**config.mk**
```make
export PLATFORM = sky130hd
export DESIGN_NAME = oms_selector
export DESIGN_NICKNAME = d
export VERILOG_FILES = /design/src/core/oms_selector.sv /design/src/core/oms_sync.sv
export SDC_FILE = /design/constraint.sdc
export NUM_CORES = 1
export LEC_CHECK = 0
export ABC_AREA = 1
export BUFFER_PORTS_ARGS = -buffer_cell sky130_fd_sc_hd__buf_2
export CAP_MARGIN = 20
export CORE_MARGIN = 2
export CORE_UTILIZATION = 45
export CTS_CLUSTER_DIAMETER = 150
export DETAILED_ROUTE_END_ITERATION = 10
export GPL_TIMING_DRIVEN = 0
export PLACE_DENSITY_LB_ADDON = 0.15
export SLEW_MARGIN = 25
export SYNTH_ARGS = -nofsm -noshare
export SYNTH_HDL_FRONTEND = slang
export SYNTH_SLANG_ARGS = --single-unit
```
**constraint.sdc**
```tcl
create_clock -name clk -period 3.82 [get_ports clk]
set_input_delay 0.191 -clock clk [delete_from_list [all_inputs] [get_ports clk]]
set_output_delay 0.191 -clock clk [all_outputs]
set_load 0.05 [all_outputs]
```
**src/core/oms_selector.sv**
```systemverilog
// Operation-mode selection package and interlock selector
//
// Function
// [RL1] With mode select 7 and the interlock off, external mode is forced and panel or remote-link changes refused.
// [RL2] The interlock comes from the input terminal whose function code is 12.
// [RL3] With no terminal coded 12, the output-stop input serves as interlock while mode select is 7.
// [RL4] Interlock on allows switching among modes, stops the output in external mode, and gates writes by write select.
// [RL5] Interlock off rejects writes to every parameter but the mode select.
// [RL6] The forced change to external mode ignores the start inputs, so a held start runs on external commands.
// [RL7] In external mode the interlock on stops the output and off resumes it, with panel and link changes barred.
// [RL8] With the interlock on, a change to panel mode is refused while a start input is on.
// [RL9] Leaving mode select 7 gives the output-stop input back its stop role, and setting 7 makes it interlock at once.
// [RL10] As interlock, the output-stop input follows the stop logic parameter, where 2 inverts it.
// [RL11] The panel/external switch acts only when stopped with start off, for mode select 0, 6 or 7, and 6 also while running.
// [RL12] The panel/external switch comes from the terminal whose function code is 16.
// [RL13] For 0, 6 and 7 with interlock on, that switch on selects external and off selects panel, 6 keeping the run.
// [RL14] Mode select 1 fixes panel, 2 fixes external but allows remote link, 3 and 4 fix combined mode.
// [RL15] Precedence is mode select, interlock, external/remote switch, panel/remote switch, panel/external switch, start-up; start-up setting is not used.
// [RL16] After an alarm following a forced change, the stop/reset key resets the drive.
// [RL17] Inputs are sampled in the control clock and every mode decision lands on one edge.
//
// Design decisions made here: the plain strobed port and the placing of the registers.
package oms_pkg;
  localparam int ADDR_W = 8;
  localparam int DATA_W = 32;
  localparam int CODE_W = 7;
  // Register byte addresses
  localparam logic [7:0] A_MODE_SEL = 8'h00;
  localparam logic [7:0] A_STOP_LOGIC = 8'h04;
  localparam logic [7:0] A_WRITE_SEL = 8'h08;
  localparam logic [7:0] A_STARTUP = 8'h0C;
  localparam logic [7:0] A_MODE_REQ = 8'h10;
  localparam logic [7:0] A_STATUS = 8'h14;
  localparam logic [7:0] A_TERM_BASE = 8'h20;
  // Mode request bits
  localparam int REQ_PANEL_BIT = 0;
  localparam int REQ_EXT_BIT = 1;
  localparam int REQ_LINK_BIT = 2;
  // Status bit positions
  localparam int ST_MODE_LSB = 0;
  localparam int ST_STOP_BIT = 2;
  localparam int ST_IL_BIT = 3;
  localparam int ST_WREN_BIT = 4;
  localparam int ST_FORCED_BIT = 5;
  // Parameter values
  localparam logic [3:0] MS_NORMAL = 4'h0;
  localparam logic [3:0] MS_PANEL = 4'h1;
  localparam logic [3:0] MS_EXT = 4'h2;
  localparam logic [3:0] MS_COMB1 = 4'h3;
  localparam logic [3:0] MS_COMB2 = 4'h4;
  localparam logic [3:0] MS_SWITCH = 4'h6;
  localparam logic [3:0] MS_INTERLOCK = 4'h7;
  localparam logic [1:0] SL_INVERT = 2'h2;
  localparam logic [1:0] WS_BLOCK = 2'h1;
  localparam logic [CODE_W-1:0] FC_INTERLOCK = 7'h0C;
  localparam logic [CODE_W-1:0] FC_PANEL_EXT = 7'h10;
  localparam logic [CODE_W-1:0] FC_PANEL_LINK = 7'h41;
  localparam logic [CODE_W-1:0] FC_EXT_LINK = 7'h42;
  // Reset values
  localparam logic [3:0] RST_MODE_SEL = 4'h0;
  localparam logic [1:0] RST_STOP_LOGIC = 2'h0;
  localparam logic [1:0] RST_WRITE_SEL = 2'h0;
  localparam logic [1:0] RST_STARTUP = 2'h0;
  localparam logic [CODE_W-1:0] RST_TERM_FN = 7'h00;
  typedef enum logic [1:0] {mode_ext, mode_panel, mode_link, mode_comb} oms_mode_t;
endpackage

`timescale 1ns/10ps
`default_nettype none
module oms_selector #(
  parameter int N_TERM = 7
) (
  // Clock and reset
  input wire logic clk,
  input wire logic rst,
  // Register port
  input wire logic [oms_pkg::ADDR_W-1:0] addr,
  input wire logic [oms_pkg::DATA_W-1:0] wdata,
  input wire logic wr,
  input wire logic rd,
  output logic [oms_pkg::DATA_W-1:0] rdata,
  // Terminal pins
  input wire logic [N_TERM-1:0] term_in,
  input wire logic output_stop_input,
  input wire logic forward_start_input,
  input wire logic reverse_start_input,
  // Drive and panel status, same clock
  input wire logic running,
  input wire logic alarm,
  input wire logic stop_reset_key,
  // Results
  output logic [1:0] op_mode,
  output logic output_stop,
  output logic param_write_en,
  output logic drive_reset
);
  localparam int IW = $clog2(N_TERM);
  localparam int AW = oms_pkg::ADDR_W;

  logic [N_TERM-1:0] term_s;
  logic stop_s, fwd_s, rev_s;
  logic [3:0] mode_sel_q;
  logic [1:0] stop_logic_q, write_sel_q, startup_q;
  logic [N_TERM-1:0][oms_pkg::CODE_W-1:0] term_fn_q;
  logic [oms_pkg::DATA_W-1:0] rdata_q;
  oms_pkg::oms_mode_t op_mode_q, mode_d;
  logic output_stop_q, forced_q, drive_reset_q, forced_evt;

  // Pins cross into the control clock first
  oms_sync #(.W(N_TERM + 3)) u_sync (
    .clk(clk),
    .rst(rst),
    .async_in({term_in, output_stop_input, forward_start_input, reverse_start_input}),
    .sync_out({term_s, stop_s, fwd_s, rev_s})
  ); // see [RL17]

  // Finds the terminal carrying a function code: {hit, index}
  function automatic logic [IW:0] find_code(input logic [N_TERM-1:0][oms_pkg::CODE_W-1:0] fn,
                                            input logic [oms_pkg::CODE_W-1:0] code);
    logic [IW:0] r;
    r = '0;
    for (int i = N_TERM - 1; i >= 0; i--)
    begin
      if (fn[i] == code)
      begin
        r = {1'b1, IW'(i)};
      end
    end
    return r;
  endfunction

  wire [IW:0] f_il = find_code(term_fn_q, oms_pkg::FC_INTERLOCK); // see [RL2]
  wire [IW:0] f_pe = find_code(term_fn_q, oms_pkg::FC_PANEL_EXT); // see [RL12]
  wire [IW:0] f_pl = find_code(term_fn_q, oms_pkg::FC_PANEL_LINK);
  wire [IW:0] f_el = find_code(term_fn_q, oms_pkg::FC_EXT_LINK);
  wire pe_on = term_s[f_pe[IW-1:0]];
  wire pl_on = term_s[f_pl[IW-1:0]];
  wire el_on = term_s[f_el[IW-1:0]];

  wire il_mode = (mode_sel_q == oms_pkg::MS_INTERLOCK);
  // Output-stop input as interlock only while no terminal holds the code
  wire stop_is_il = il_mode && !f_il[IW]; // see [RL3] [RL9]
  wire stop_level = (stop_logic_q == oms_pkg::SL_INVERT) ? !stop_s : stop_s; // see [RL10]
  wire il_level = f_il[IW] ? term_s[f_il[IW-1:0]] : stop_level;
  wire il_on = !il_mode || il_level;
  wire start_on = fwd_s || rev_s;
  wire stopped = !running && !start_on;
  wire can_sw = stopped || (mode_sel_q == oms_pkg::MS_SWITCH); // see [RL11]

  // Register port decode
  wire hit_mode = (addr == oms_pkg::A_MODE_SEL);
  wire hit_wsel = (addr == oms_pkg::A_WRITE_SEL);
  wire in_term = (addr >= oms_pkg::A_TERM_BASE) && (addr < oms_pkg::A_TERM_BASE + AW'(4 * N_TERM));
  wire [AW-1:0] term_off = addr - oms_pkg::A_TERM_BASE;
  wire [IW-1:0] term_idx = term_off[IW+1:2];
  // Only the mode select stays writable without the interlock
  wire wr_en_others = il_on && (write_sel_q != oms_pkg::WS_BLOCK); // see [RL4] [RL5]
  wire wr_ok = wr && (hit_mode || (hit_wsel && il_on) || wr_en_others);
  wire req_wr = wr && (addr == oms_pkg::A_MODE_REQ);
  wire req_panel = req_wr && wdata[oms_pkg::REQ_PANEL_BIT];
  wire req_ext = req_wr && wdata[oms_pkg::REQ_EXT_BIT];
  wire req_link = req_wr && wdata[oms_pkg::REQ_LINK_BIT];
  // Panel refused with a start on while the interlock allows switching
  wire panel_ok = !(il_mode && start_on); // see [RL8]
  wire oms_pkg::oms_mode_t pick_pe = (f_pe[IW] && pe_on) ? oms_pkg::mode_ext : oms_pkg::mode_panel;

  // Mode arbitration, highest precedence first
  always_comb
  begin
    mode_d = op_mode_q;
    forced_evt = 1'b0;
    case (mode_sel_q) // see [RL15]
      oms_pkg::MS_PANEL: mode_d = oms_pkg::mode_panel; // see [RL14]
      oms_pkg::MS_EXT:
      begin
        // A link request sticks until an external request or the terminal takes it back
        if (req_link || (f_el[IW] && el_on))
        begin
          mode_d = oms_pkg::mode_link;
        end
        else if (req_ext || f_el[IW] || (op_mode_q != oms_pkg::mode_link))
        begin
          mode_d = oms_pkg::mode_ext; // see [RL14]
        end
      end
      oms_pkg::MS_COMB1, oms_pkg::MS_COMB2: mode_d = oms_pkg::mode_comb; // see [RL14]
      oms_pkg::MS_NORMAL, oms_pkg::MS_SWITCH, oms_pkg::MS_INTERLOCK:
      begin
        if (il_mode && !il_level)
        begin
          // Start inputs deliberately not consulted here
          mode_d = oms_pkg::mode_ext; // see [RL1] [RL6]
          forced_evt = (op_mode_q != oms_pkg::mode_ext);
        end
        else if (can_sw)
        begin
          if (f_el[IW] && el_on)
          begin
            mode_d = oms_pkg::mode_link;
          end
          else if (f_pl[IW])
          begin
            mode_d = pl_on ? pick_pe : oms_pkg::mode_link;
          end
          else if (f_el[IW])
          begin
            mode_d = oms_pkg::mode_ext;
          end
          else if (f_pe[IW])
          begin
            mode_d = pick_pe; // see [RL13]
          end
          else if (req_panel && panel_ok)
          begin
            mode_d = oms_pkg::mode_panel;
          end
          else if (req_ext)
          begin
            mode_d = oms_pkg::mode_ext;
          end
          else if (req_link)
          begin
            mode_d = oms_pkg::mode_link;
          end
        end
      end
      default: mode_d = op_mode_q;
    endcase
  end

  // Interlock on stops external running whichever input carries it; a free stop pin keeps its stop role
  wire stop_d = (il_mode && il_level && mode_d == oms_pkg::mode_ext)
                || (!stop_is_il && stop_level); // see [RL4] [RL7] [RL9]

  wire [oms_pkg::DATA_W-1:0] status_w = {26'h0, forced_q, wr_en_others, il_on, output_stop_q, op_mode_q};
  wire [oms_pkg::DATA_W-1:0] rd_val =
    hit_mode ? {28'h0, mode_sel_q} :
    (addr == oms_pkg::A_STOP_LOGIC) ? {30'h0, stop_logic_q} :
    hit_wsel ? {30'h0, write_sel_q} :
    (addr == oms_pkg::A_STARTUP) ? {30'h0, startup_q} :
    (addr == oms_pkg::A_STATUS) ? status_w :
    in_term ? {25'h0, term_fn_q[term_idx]} : 32'h0;

  always_ff @(posedge clk or posedge rst)
  begin
    if (rst)
    begin
      mode_sel_q <= oms_pkg::RST_MODE_SEL;
      stop_logic_q <= oms_pkg::RST_STOP_LOGIC;
      write_sel_q <= oms_pkg::RST_WRITE_SEL;
      startup_q <= oms_pkg::RST_STARTUP;
      term_fn_q <= {N_TERM{oms_pkg::RST_TERM_FN}};
    end
    else if (wr_ok)
    begin
      if (hit_mode)
        mode_sel_q <= wdata[3:0];
      if (addr == oms_pkg::A_STOP_LOGIC)
        stop_logic_q <= wdata[1:0];
      if (hit_wsel)
        write_sel_q <= wdata[1:0];
      if (addr == oms_pkg::A_STARTUP)
        startup_q <= wdata[1:0];
      if (in_term)
        term_fn_q[term_idx] <= wdata[oms_pkg::CODE_W-1:0];
    end
  end

  // Mode, stop and reset all settle on one edge
  always_ff @(posedge clk or posedge rst)
  begin
    if (rst)
    begin
      op_mode_q <= oms_pkg::mode_ext;
      output_stop_q <= 1'b0;
      forced_q <= 1'b0;
      drive_reset_q <= 1'b0;
      rdata_q <= 32'h0;
    end
    else
    begin
      op_mode_q <= mode_d; // see [RL17]
      output_stop_q <= stop_d;
      forced_q <= forced_evt || (forced_q && !drive_reset_q);
      drive_reset_q <= stop_reset_key && alarm && forced_q; // see [RL16]
      rdata_q <= rd ? rd_val : 32'h0;
    end
  end

  assign rdata = rdata_q;
  assign op_mode = op_mode_q;
  assign output_stop = output_stop_q;
  assign param_write_en = wr_en_others;
  assign drive_reset = drive_reset_q;

  a_forced_ext: assert property (@(posedge clk) disable iff (rst) // see [RL1]
    (il_mode && !il_level) |=> (op_mode_q == oms_pkg::mode_ext))
    else $error("interlock off did not force external mode");
  a_write_reject: assert property (@(posedge clk) disable iff (rst) // see [RL5]
    (wr && addr == oms_pkg::A_STOP_LOGIC && il_mode && !il_level) |=> $stable(stop_logic_q))
    else $error("write accepted with interlock off");
  a_stop_polarity: assert property (@(posedge clk) disable iff (rst) // see [RL10]
    (il_mode && !f_il[IW] && (stop_s == (stop_logic_q == oms_pkg::SL_INVERT))) |=> (op_mode_q == oms_pkg::mode_ext))
    else $error("output-stop input polarity wrong as interlock");
  a_ext_stop: assert property (@(posedge clk) disable iff (rst) // see [RL7]
    (il_mode && il_level && mode_d == oms_pkg::mode_ext) |=> output_stop_q)
    else $error("output not stopped in external mode with interlock on");
  a_stop_role: assert property (@(posedge clk) disable iff (rst) // see [RL9]
    (!il_mode && stop_level) |=> output_stop_q)
    else $error("output-stop role not restored");
  a_panel_fixed: assert property (@(posedge clk) disable iff (rst) // see [RL14]
    (mode_sel_q == oms_pkg::MS_PANEL) |=> (op_mode_q == oms_pkg::mode_panel))
    else $error("mode select 1 did not fix panel mode");
  a_comb_fixed: assert property (@(posedge clk) disable iff (rst) // see [RL14]
    (mode_sel_q == oms_pkg::MS_COMB1 || mode_sel_q == oms_pkg::MS_COMB2) |=> (op_mode_q == oms_pkg::mode_comb))
    else $error("combined mode not fixed");
  a_panel_start: assert property (@(posedge clk) disable iff (rst) // see [RL8]
    (il_mode && il_level && start_on && op_mode_q != oms_pkg::mode_panel && !f_pe[IW] && !f_pl[IW] && !f_el[IW])
    |=> (op_mode_q != oms_pkg::mode_panel))
    else $error("panel mode taken with a start input on");
  a_switch_run: assert property (@(posedge clk) disable iff (rst) // see [RL11]
    (mode_sel_q == oms_pkg::MS_NORMAL && !stopped && !req_wr) |=> $stable(op_mode_q))
    else $error("mode changed while running");
  a_key_reset: assert property (@(posedge clk) disable iff (rst) // see [RL16]
    (stop_reset_key && alarm && forced_q) |=> drive_reset_q ##1 !forced_q)
    else $error("stop/reset key did not reset after forced change");
endmodule
`default_nettype wire

```
**src/core/oms_sync.sv**
```systemverilog
// Two-stage synchroniser for asynchronous terminal inputs
`timescale 1ns/10ps
`default_nettype none
module oms_sync #(
  parameter int W = 1
) (
  // Clock and reset
  input wire logic clk,
  input wire logic rst,
  // Pin side and synchronised side
  input wire logic [W-1:0] async_in,
  output logic [W-1:0] sync_out
);
  logic [W-1:0] meta_q;
  logic [W-1:0] sync_q;

  // The first stage feeds the second stage only
  always_ff @(posedge clk or posedge rst)
  begin
    if (rst)
    begin
      meta_q <= '0;
      sync_q <= '0;
    end
    else
    begin
      meta_q <= async_in;
      sync_q <= meta_q;
    end
  end

  assign sync_out = sync_q;
endmodule
`default_nettype wire

```
Yosys cells after proc, flatten, opt, wreduce, memory -nomap -nowiden
Index checks and enable logic that the tools add are counted.

Flip-flop bits (word level): 91. Bits of input ports: 57. Output and inout bits: 37. Word-level logic and storage cells: 187.

Add/subtract/negate cells: 1. Order comparisons: 8. Equal/unequal tests: 42. Muxes and demuxes: 66. Reductions and logical operators: 52.

Operator list (count): $mux 4 (28); $eq 7x7->1 const B (14); $mux 7 (9); $bwmux 49 (1); $eq 7x4->1 const B (7); $eq 7x5->1 const B (7); $mux 2 (12); $logic_and 1x1->1 (22); $bmux 7 s3 (1); $demux 7 s3 (1); $lt 3x4->1 const B (5); $eq 8x4->1 const B (2); $eq 8x5->1 const B (2); $bmux 1 s3 (4); $eq 4x3->1 const B (3); $logic_or 1x1->1 (10); $reduce_and 2->1 (5); $logic_not 1->1 (9); $mux 1 (9); $eq 4x2->1 const B (2); $eq 8x3->1 const B (1); $ge 8x6->1 const B (1); $logic_not 8->1 (1); $lt 8x6->1 const B (1); other kinds (12) (12).

Logic depth before layout (Yosys ltp)
Depth in word-level cells: 22. Gate-level depth with buffers: 22. Depth with buffers taken out: 22.

Modules after synthesis
Synthesis repeated with hierarchy kept, for this count alone.

Cell total of the unflattened synthesis: 753. Area total of the unflattened synthesis: 5261.3 sq um.

By module, submodules not included: oms_selector (times used 1, cells each 732, area each 4757.1 sq um, sequential area each 1776.7 sq um); oms_sync (times used 1, cells each 21, area each 504.2 sq um, sequential area each 500.5 sq um).

Worst setup path before layout
No wires, ideal clock.

Path type: reg2reg. Start point: register term_fn_q[36] in the netlist's numbering. End point: register term_fn_q[0] in the netlist's numbering. Library setup time: 131 ps. Arrival time: 2153 ps. Required time: 3689 ps. Slack: 1536 ps. Stages on the path, launching flop included: 20. Buffers on the path: 1. Clock period less this slack: 2284 ps. Cells stage by stage: dfrtp_1 nor2_2 nand2_1 nor2_2 nand2_1 nand2_1 nand2_2 nand2_4 nand2_4 nand2_1 nand3_1 nand2_1 nand2_2 nand4_4 inv_2 o21ai_4 nand3_4 buf_6 nand2_1 o21ai_2.

Longest elaborated chain between the ends: 16. Elaborated cells on any way between the ends: 17. Those cells by class: eq/ne (1); mux (9); reduce/logical (7).

RTL lines: from (decl) (RTL line oms_selector.sv:104) `logic [N_TERM-1:0][oms_pkg::CODE_W-1:0] term_fn_q;`; from (signal assigned) (RTL line oms_selector.sv:252) `term_fn_q <= {N_TERM{oms_pkg::RST_TERM_FN}};`; from (signal, indexed assignment) (RTL line oms_selector.sv:265) `term_fn_q[term_idx] <= wdata[oms_pkg::CODE_W-1:0];`; $eq 7x4->1 * (RTL line oms_selector.sv:124) `if (fn[i] == code)`; $mux 4 * (6 in series) (RTL line oms_selector.sv:124); $bmux 1 s3 (RTL line oms_selector.sv:144) `wire il_level = f_il[IW] ? term_s[f_il[IW-1:0]] : stop_level;`; $mux 1 (not written as such) (RTL line oms_selector.sv:144); $mux 1 * (RTL line oms_selector.sv:144); $logic_or 1x1->1 * (RTL line oms_selector.sv:145) `wire il_on = !il_mode || il_level;`; $logic_and 1x1->1 (RTL line oms_selector.sv:158) `wire wr_ok = wr && (hit_mode || (hit_wsel && il_on) || wr_en_others);`; $logic_or 1x1->1 (RTL line oms_selector.sv:158); $logic_or 1x1->1 * (RTL line oms_selector.sv:158); $logic_and 1x1->1 * (RTL line oms_selector.sv:158); $reduce_and 2->1 (no source line) *.

Mark *: on every way between the ends. The rest lies on a longest branch, timed or not. The select of a mux whose other input is x is not followed. A chain may end at the register's enable or synchronous reset.

Worst setup path after layout
Start point: register term_fn_q[14] in the netlist's numbering. End point: register term_fn_q[14] in the netlist's numbering.

Longest elaborated chain between the ends: 13. Elaborated cells on any way between the ends: 15. Those cells by class: eq/ne (1); mux (7); reduce/logical (7).

RTL lines (RTL line): $eq 7x4->1 (oms_selector.sv:124); $mux 4 (3 in series) (oms_selector.sv:124); $bmux 1 s3 (oms_selector.sv:144); $mux 1 (not written as such) (oms_selector.sv:144); $mux 1 (oms_selector.sv:144); $logic_or 1x1->1 (oms_selector.sv:145); $logic_and 1x1->1 (oms_selector.sv:158); $logic_or 1x1->1 (2 in series) (oms_selector.sv:158); $logic_and 1x1->1 (oms_selector.sv:158); $reduce_and 2->1 (no source line).

Parallel ways exist; a longest one is shown, timed or not. The select of a mux whose other input is x is not followed.

==> impl_metrics.ini <==
[cts]
cts_resized = 0
cts_num_sinks = 91
cts-root-buf = clkbuf_16
cts_tree = built
holdBufCountCts = 11
clk_latency_ns = 0.35
post_cts_buffers = 0
clockBufferDepth = 2
path_clk_slew_ns = 0.06
cts_max_level = 3
cts_inserted_buffers = 9

[logic_synthesis]
synthTopCellsByCount = nand2_1 (183), dfrtp_1 (91), inv_1 (88)
ys_async_sr_fraction = 1.00
synth_cells = 740
synth_edf_count = 0
synth_cell_types = 41
yosysSeqAreaShare = 0.416
yosysTopAreaCellShare = 0.416
synth_top_area_cell = dfrtp_1
ys_warn_count = 0
syn_avg_cell_area_um2 = 7.39
synth-seq-cells = 91
synthFlopType = dfrtp_1
yosysMostFrequentCell = nand2_1
synth.area.top_cells = dfrtp_1 (42%), nand2_1 (13%), inv_1 (6.0%)
synth_area_mm2 = 0.00547

[power_and_ir_drop]
combPwrFrac = 0.248
pwr-share-seq = 0.433
leakagePower_nw = 3.12
p_int_w = 0.00178
ir_worst_vdd_uv = 188
clkPwrFrac = 0.319
power_density_mw_per_mm2 = 423
p_sw_w = 0.000914
swShare = 0.340

[sta]
holdWs_ns = 0.0497
fin_skew_ns = 0.00775
fin_tns_setup_ns = 0
slew_viol_final = 0
tightest_slew_ns = 0.898
rsz0062_at_grt = false
max_freq_mhz = 354
fin_crit_ns = 2.82
setup_viol_count_final = 0
slew_headroom = 0.401
hold_violations = 0
finalCritPeriodShare = 0.739

[route]
ant_nets = 0
routed_wl_mm = 14.9
wl_per_cell_um = 15.2
detailroute.via_count = 5157
drc = 0
first_iter_violations = 433
viasPerCell = 5.26
first_pass_iters = 5

[critical_path]
crit_required_ns = 4.02
start_kind = flip-flop
arrival_ns = 3.02
crit_type = reg2reg
worstPathMaxFanout = 10
cp-end-kind = flip-flop

[finish]
syn_to_final_growth_pct = 16.5
antennaDiodeCount = 0
instances_no_fill = 980
nets = 885
final_util = 0.533
fillCellCount = 1141
drive_gt1_frac = 0.168

[floorplanning]
fp-row-count = 40
start_util = 0.457
fp.dieH_um = 114
pin_count = 94
die_x_um = 114
die_area_mm2 = 0.0131
core_mm2 = 0.0120

[grt]
antenna_found_initial = 0
track_usage = 0.241
grt_start_max_net_pins = 48
overflow = 0
grt_pass1_vias = 4719
grt_pass1_wl_mm = 24.0

[run]
maxCapViolations = 0

[place]
dp_hpwl_mm = 11.6
numPortBuffers = 41
routabilityCongestion = 1.03
place_inst = 953

[outcome]
status = complete, no violations

[hold_path]
hp-class = in2reg
==> final timing paths <==
check / from / end / slack (ns) / depth (start not counted)
worst max-delay path: term_fn_q[14]$_DFFE_PP0P_ / term_fn_q[14]$_DFFE_PP0P_ / 1.0 / 15
worst min-delay path: alarm / drive_reset$_DFF_PP0_ / 0.05 / 3
worst max register to register: term_fn_q[14]$_DFFE_PP0P_ / term_fn_q[14]$_DFFE_PP0P_ / 1.0 / 15
worst min register to register: u_sync.meta_q[2]$_DFF_PP0_ / u_sync.sync_out[2]$_DFF_PP0_ / 0.35 / 0
max in group asynchronous: rst / term_fn_q[28]$_DFFE_PP0P_ / 2.86 / 4
min in group asynchronous: rst / u_sync.meta_q[7]$_DFF_PP0_ / 0.41 / 3
==> sequential cells by signal (all words and copies together), names as in the netlist <==
register,cells
output_stop,1
startup_q,2
mode_sel_q,4
u_sync.meta_q,10
stop_logic_q,2
op_mode,2
write_sel_q,2
term_fn_q,49
u_sync.sync_out,10
drive_reset,1
forced_q,1
rdata,7
==> cell usage in the layout, fill, tap and decap left out, types with 11 or more instances in the layout <==
cell type and n:
buf_2 43, inv_1 87, dlygate4sd3_1 11, clkbuf_1 12, o21ai_1 37, conb_1 25
nand2_1 183, dfrtp_1 91, nor2_1 79, buf_4 25, nand3_1 55, nor3_1 16
o22ai_1 17, o21ai_0 33, a21oi_1 19
==> logic make-up after synthesis <==
logic type	after synthesis	share of synthesized area
and+or+nand+nor	370	0.311
buffers and inverters	140	0.123
AOI/OAI and AO/OA	137	0.147
DFF	91	0.416
xor gates and xnor gates	1	0.00160
other	1	0.000686
==> critical path, stage by stage (launching register included) <==
cell	delay (ns)
dfrtp_1	0.45
inv_2	0.07
nand2_1	0.06
nor2_1	0.05
nand3_2	0.08
and2_4	0.15
nand2_1	0.10
nor3_1	0.30
nand2_1	0.17
nand4_4	0.17
inv_2	0.07
o21ai_4	0.49
nand3_4	0.19
buf_6	0.20
nand2_1	0.07
o21ai_2	0.06
==> metrics by stage <==
step / cell area (µm²) / setup WS (ns) / total power [W]
after global routing: 6370 / 0.812 / 0.00284
after global placement: 5950 / 0.370 / 0.00180
after floorplan: 5560 / 1.27 / 0.00165
after detailed placement: 5970 / 1.03 / 0.00183
final: 6370 / 0.998 / 0.00269
after CTS: 6370 / 1.02 / 0.00270
==> power groups by stage <==
| stage | logic (W) | registers, W | clock network [W] |
|---|---|---|---|
| 2_1_floorplan | 0.000468 | 0.00118 | 0 |
| 4_1_cts | 0.000659 | 0.00116 | 0.000881 |
| 6_report | 0.000667 | 0.00117 | 0.000860 |
| 5_1_grt | 0.000746 | 0.00118 | 0.000920 |
| 3_3_place_gp | 0.000626 | 0.00118 | 0 |
| 3_5_place_dp | 0.000647 | 0.00118 | 0 |
==> final cells by class <==
cell class                      instances  area, µm²  share of cell area
Clock buffer                           12        236              0.0371
Sequential cell                        91       2280               0.357
Clock inverter                          4       51.3             0.00805
Timing Repair Buffer                   53        335              0.0526
Inverter                               97        369              0.0579
Multi-Input combinational cell        533       2610               0.409
Buffer                                 43        310              0.0487
Tap cell                              147        184              0.0289
==> metal layers <==
| layer | vias up | wire (µm) | track usage |
|---|---|---|---|
| met5 | - | 0 | 0 |
| met4 | 0 | 304 | 0.0894 |
| met3 | 20 | 1060 | 0.0392 |
| met2 | 203 | 6910 | 0.398 |
| met1 | 2400 | 6630 | 0.321 |
| li1 | 2534 | - | - |
Power figures use the tool's default switching activity.
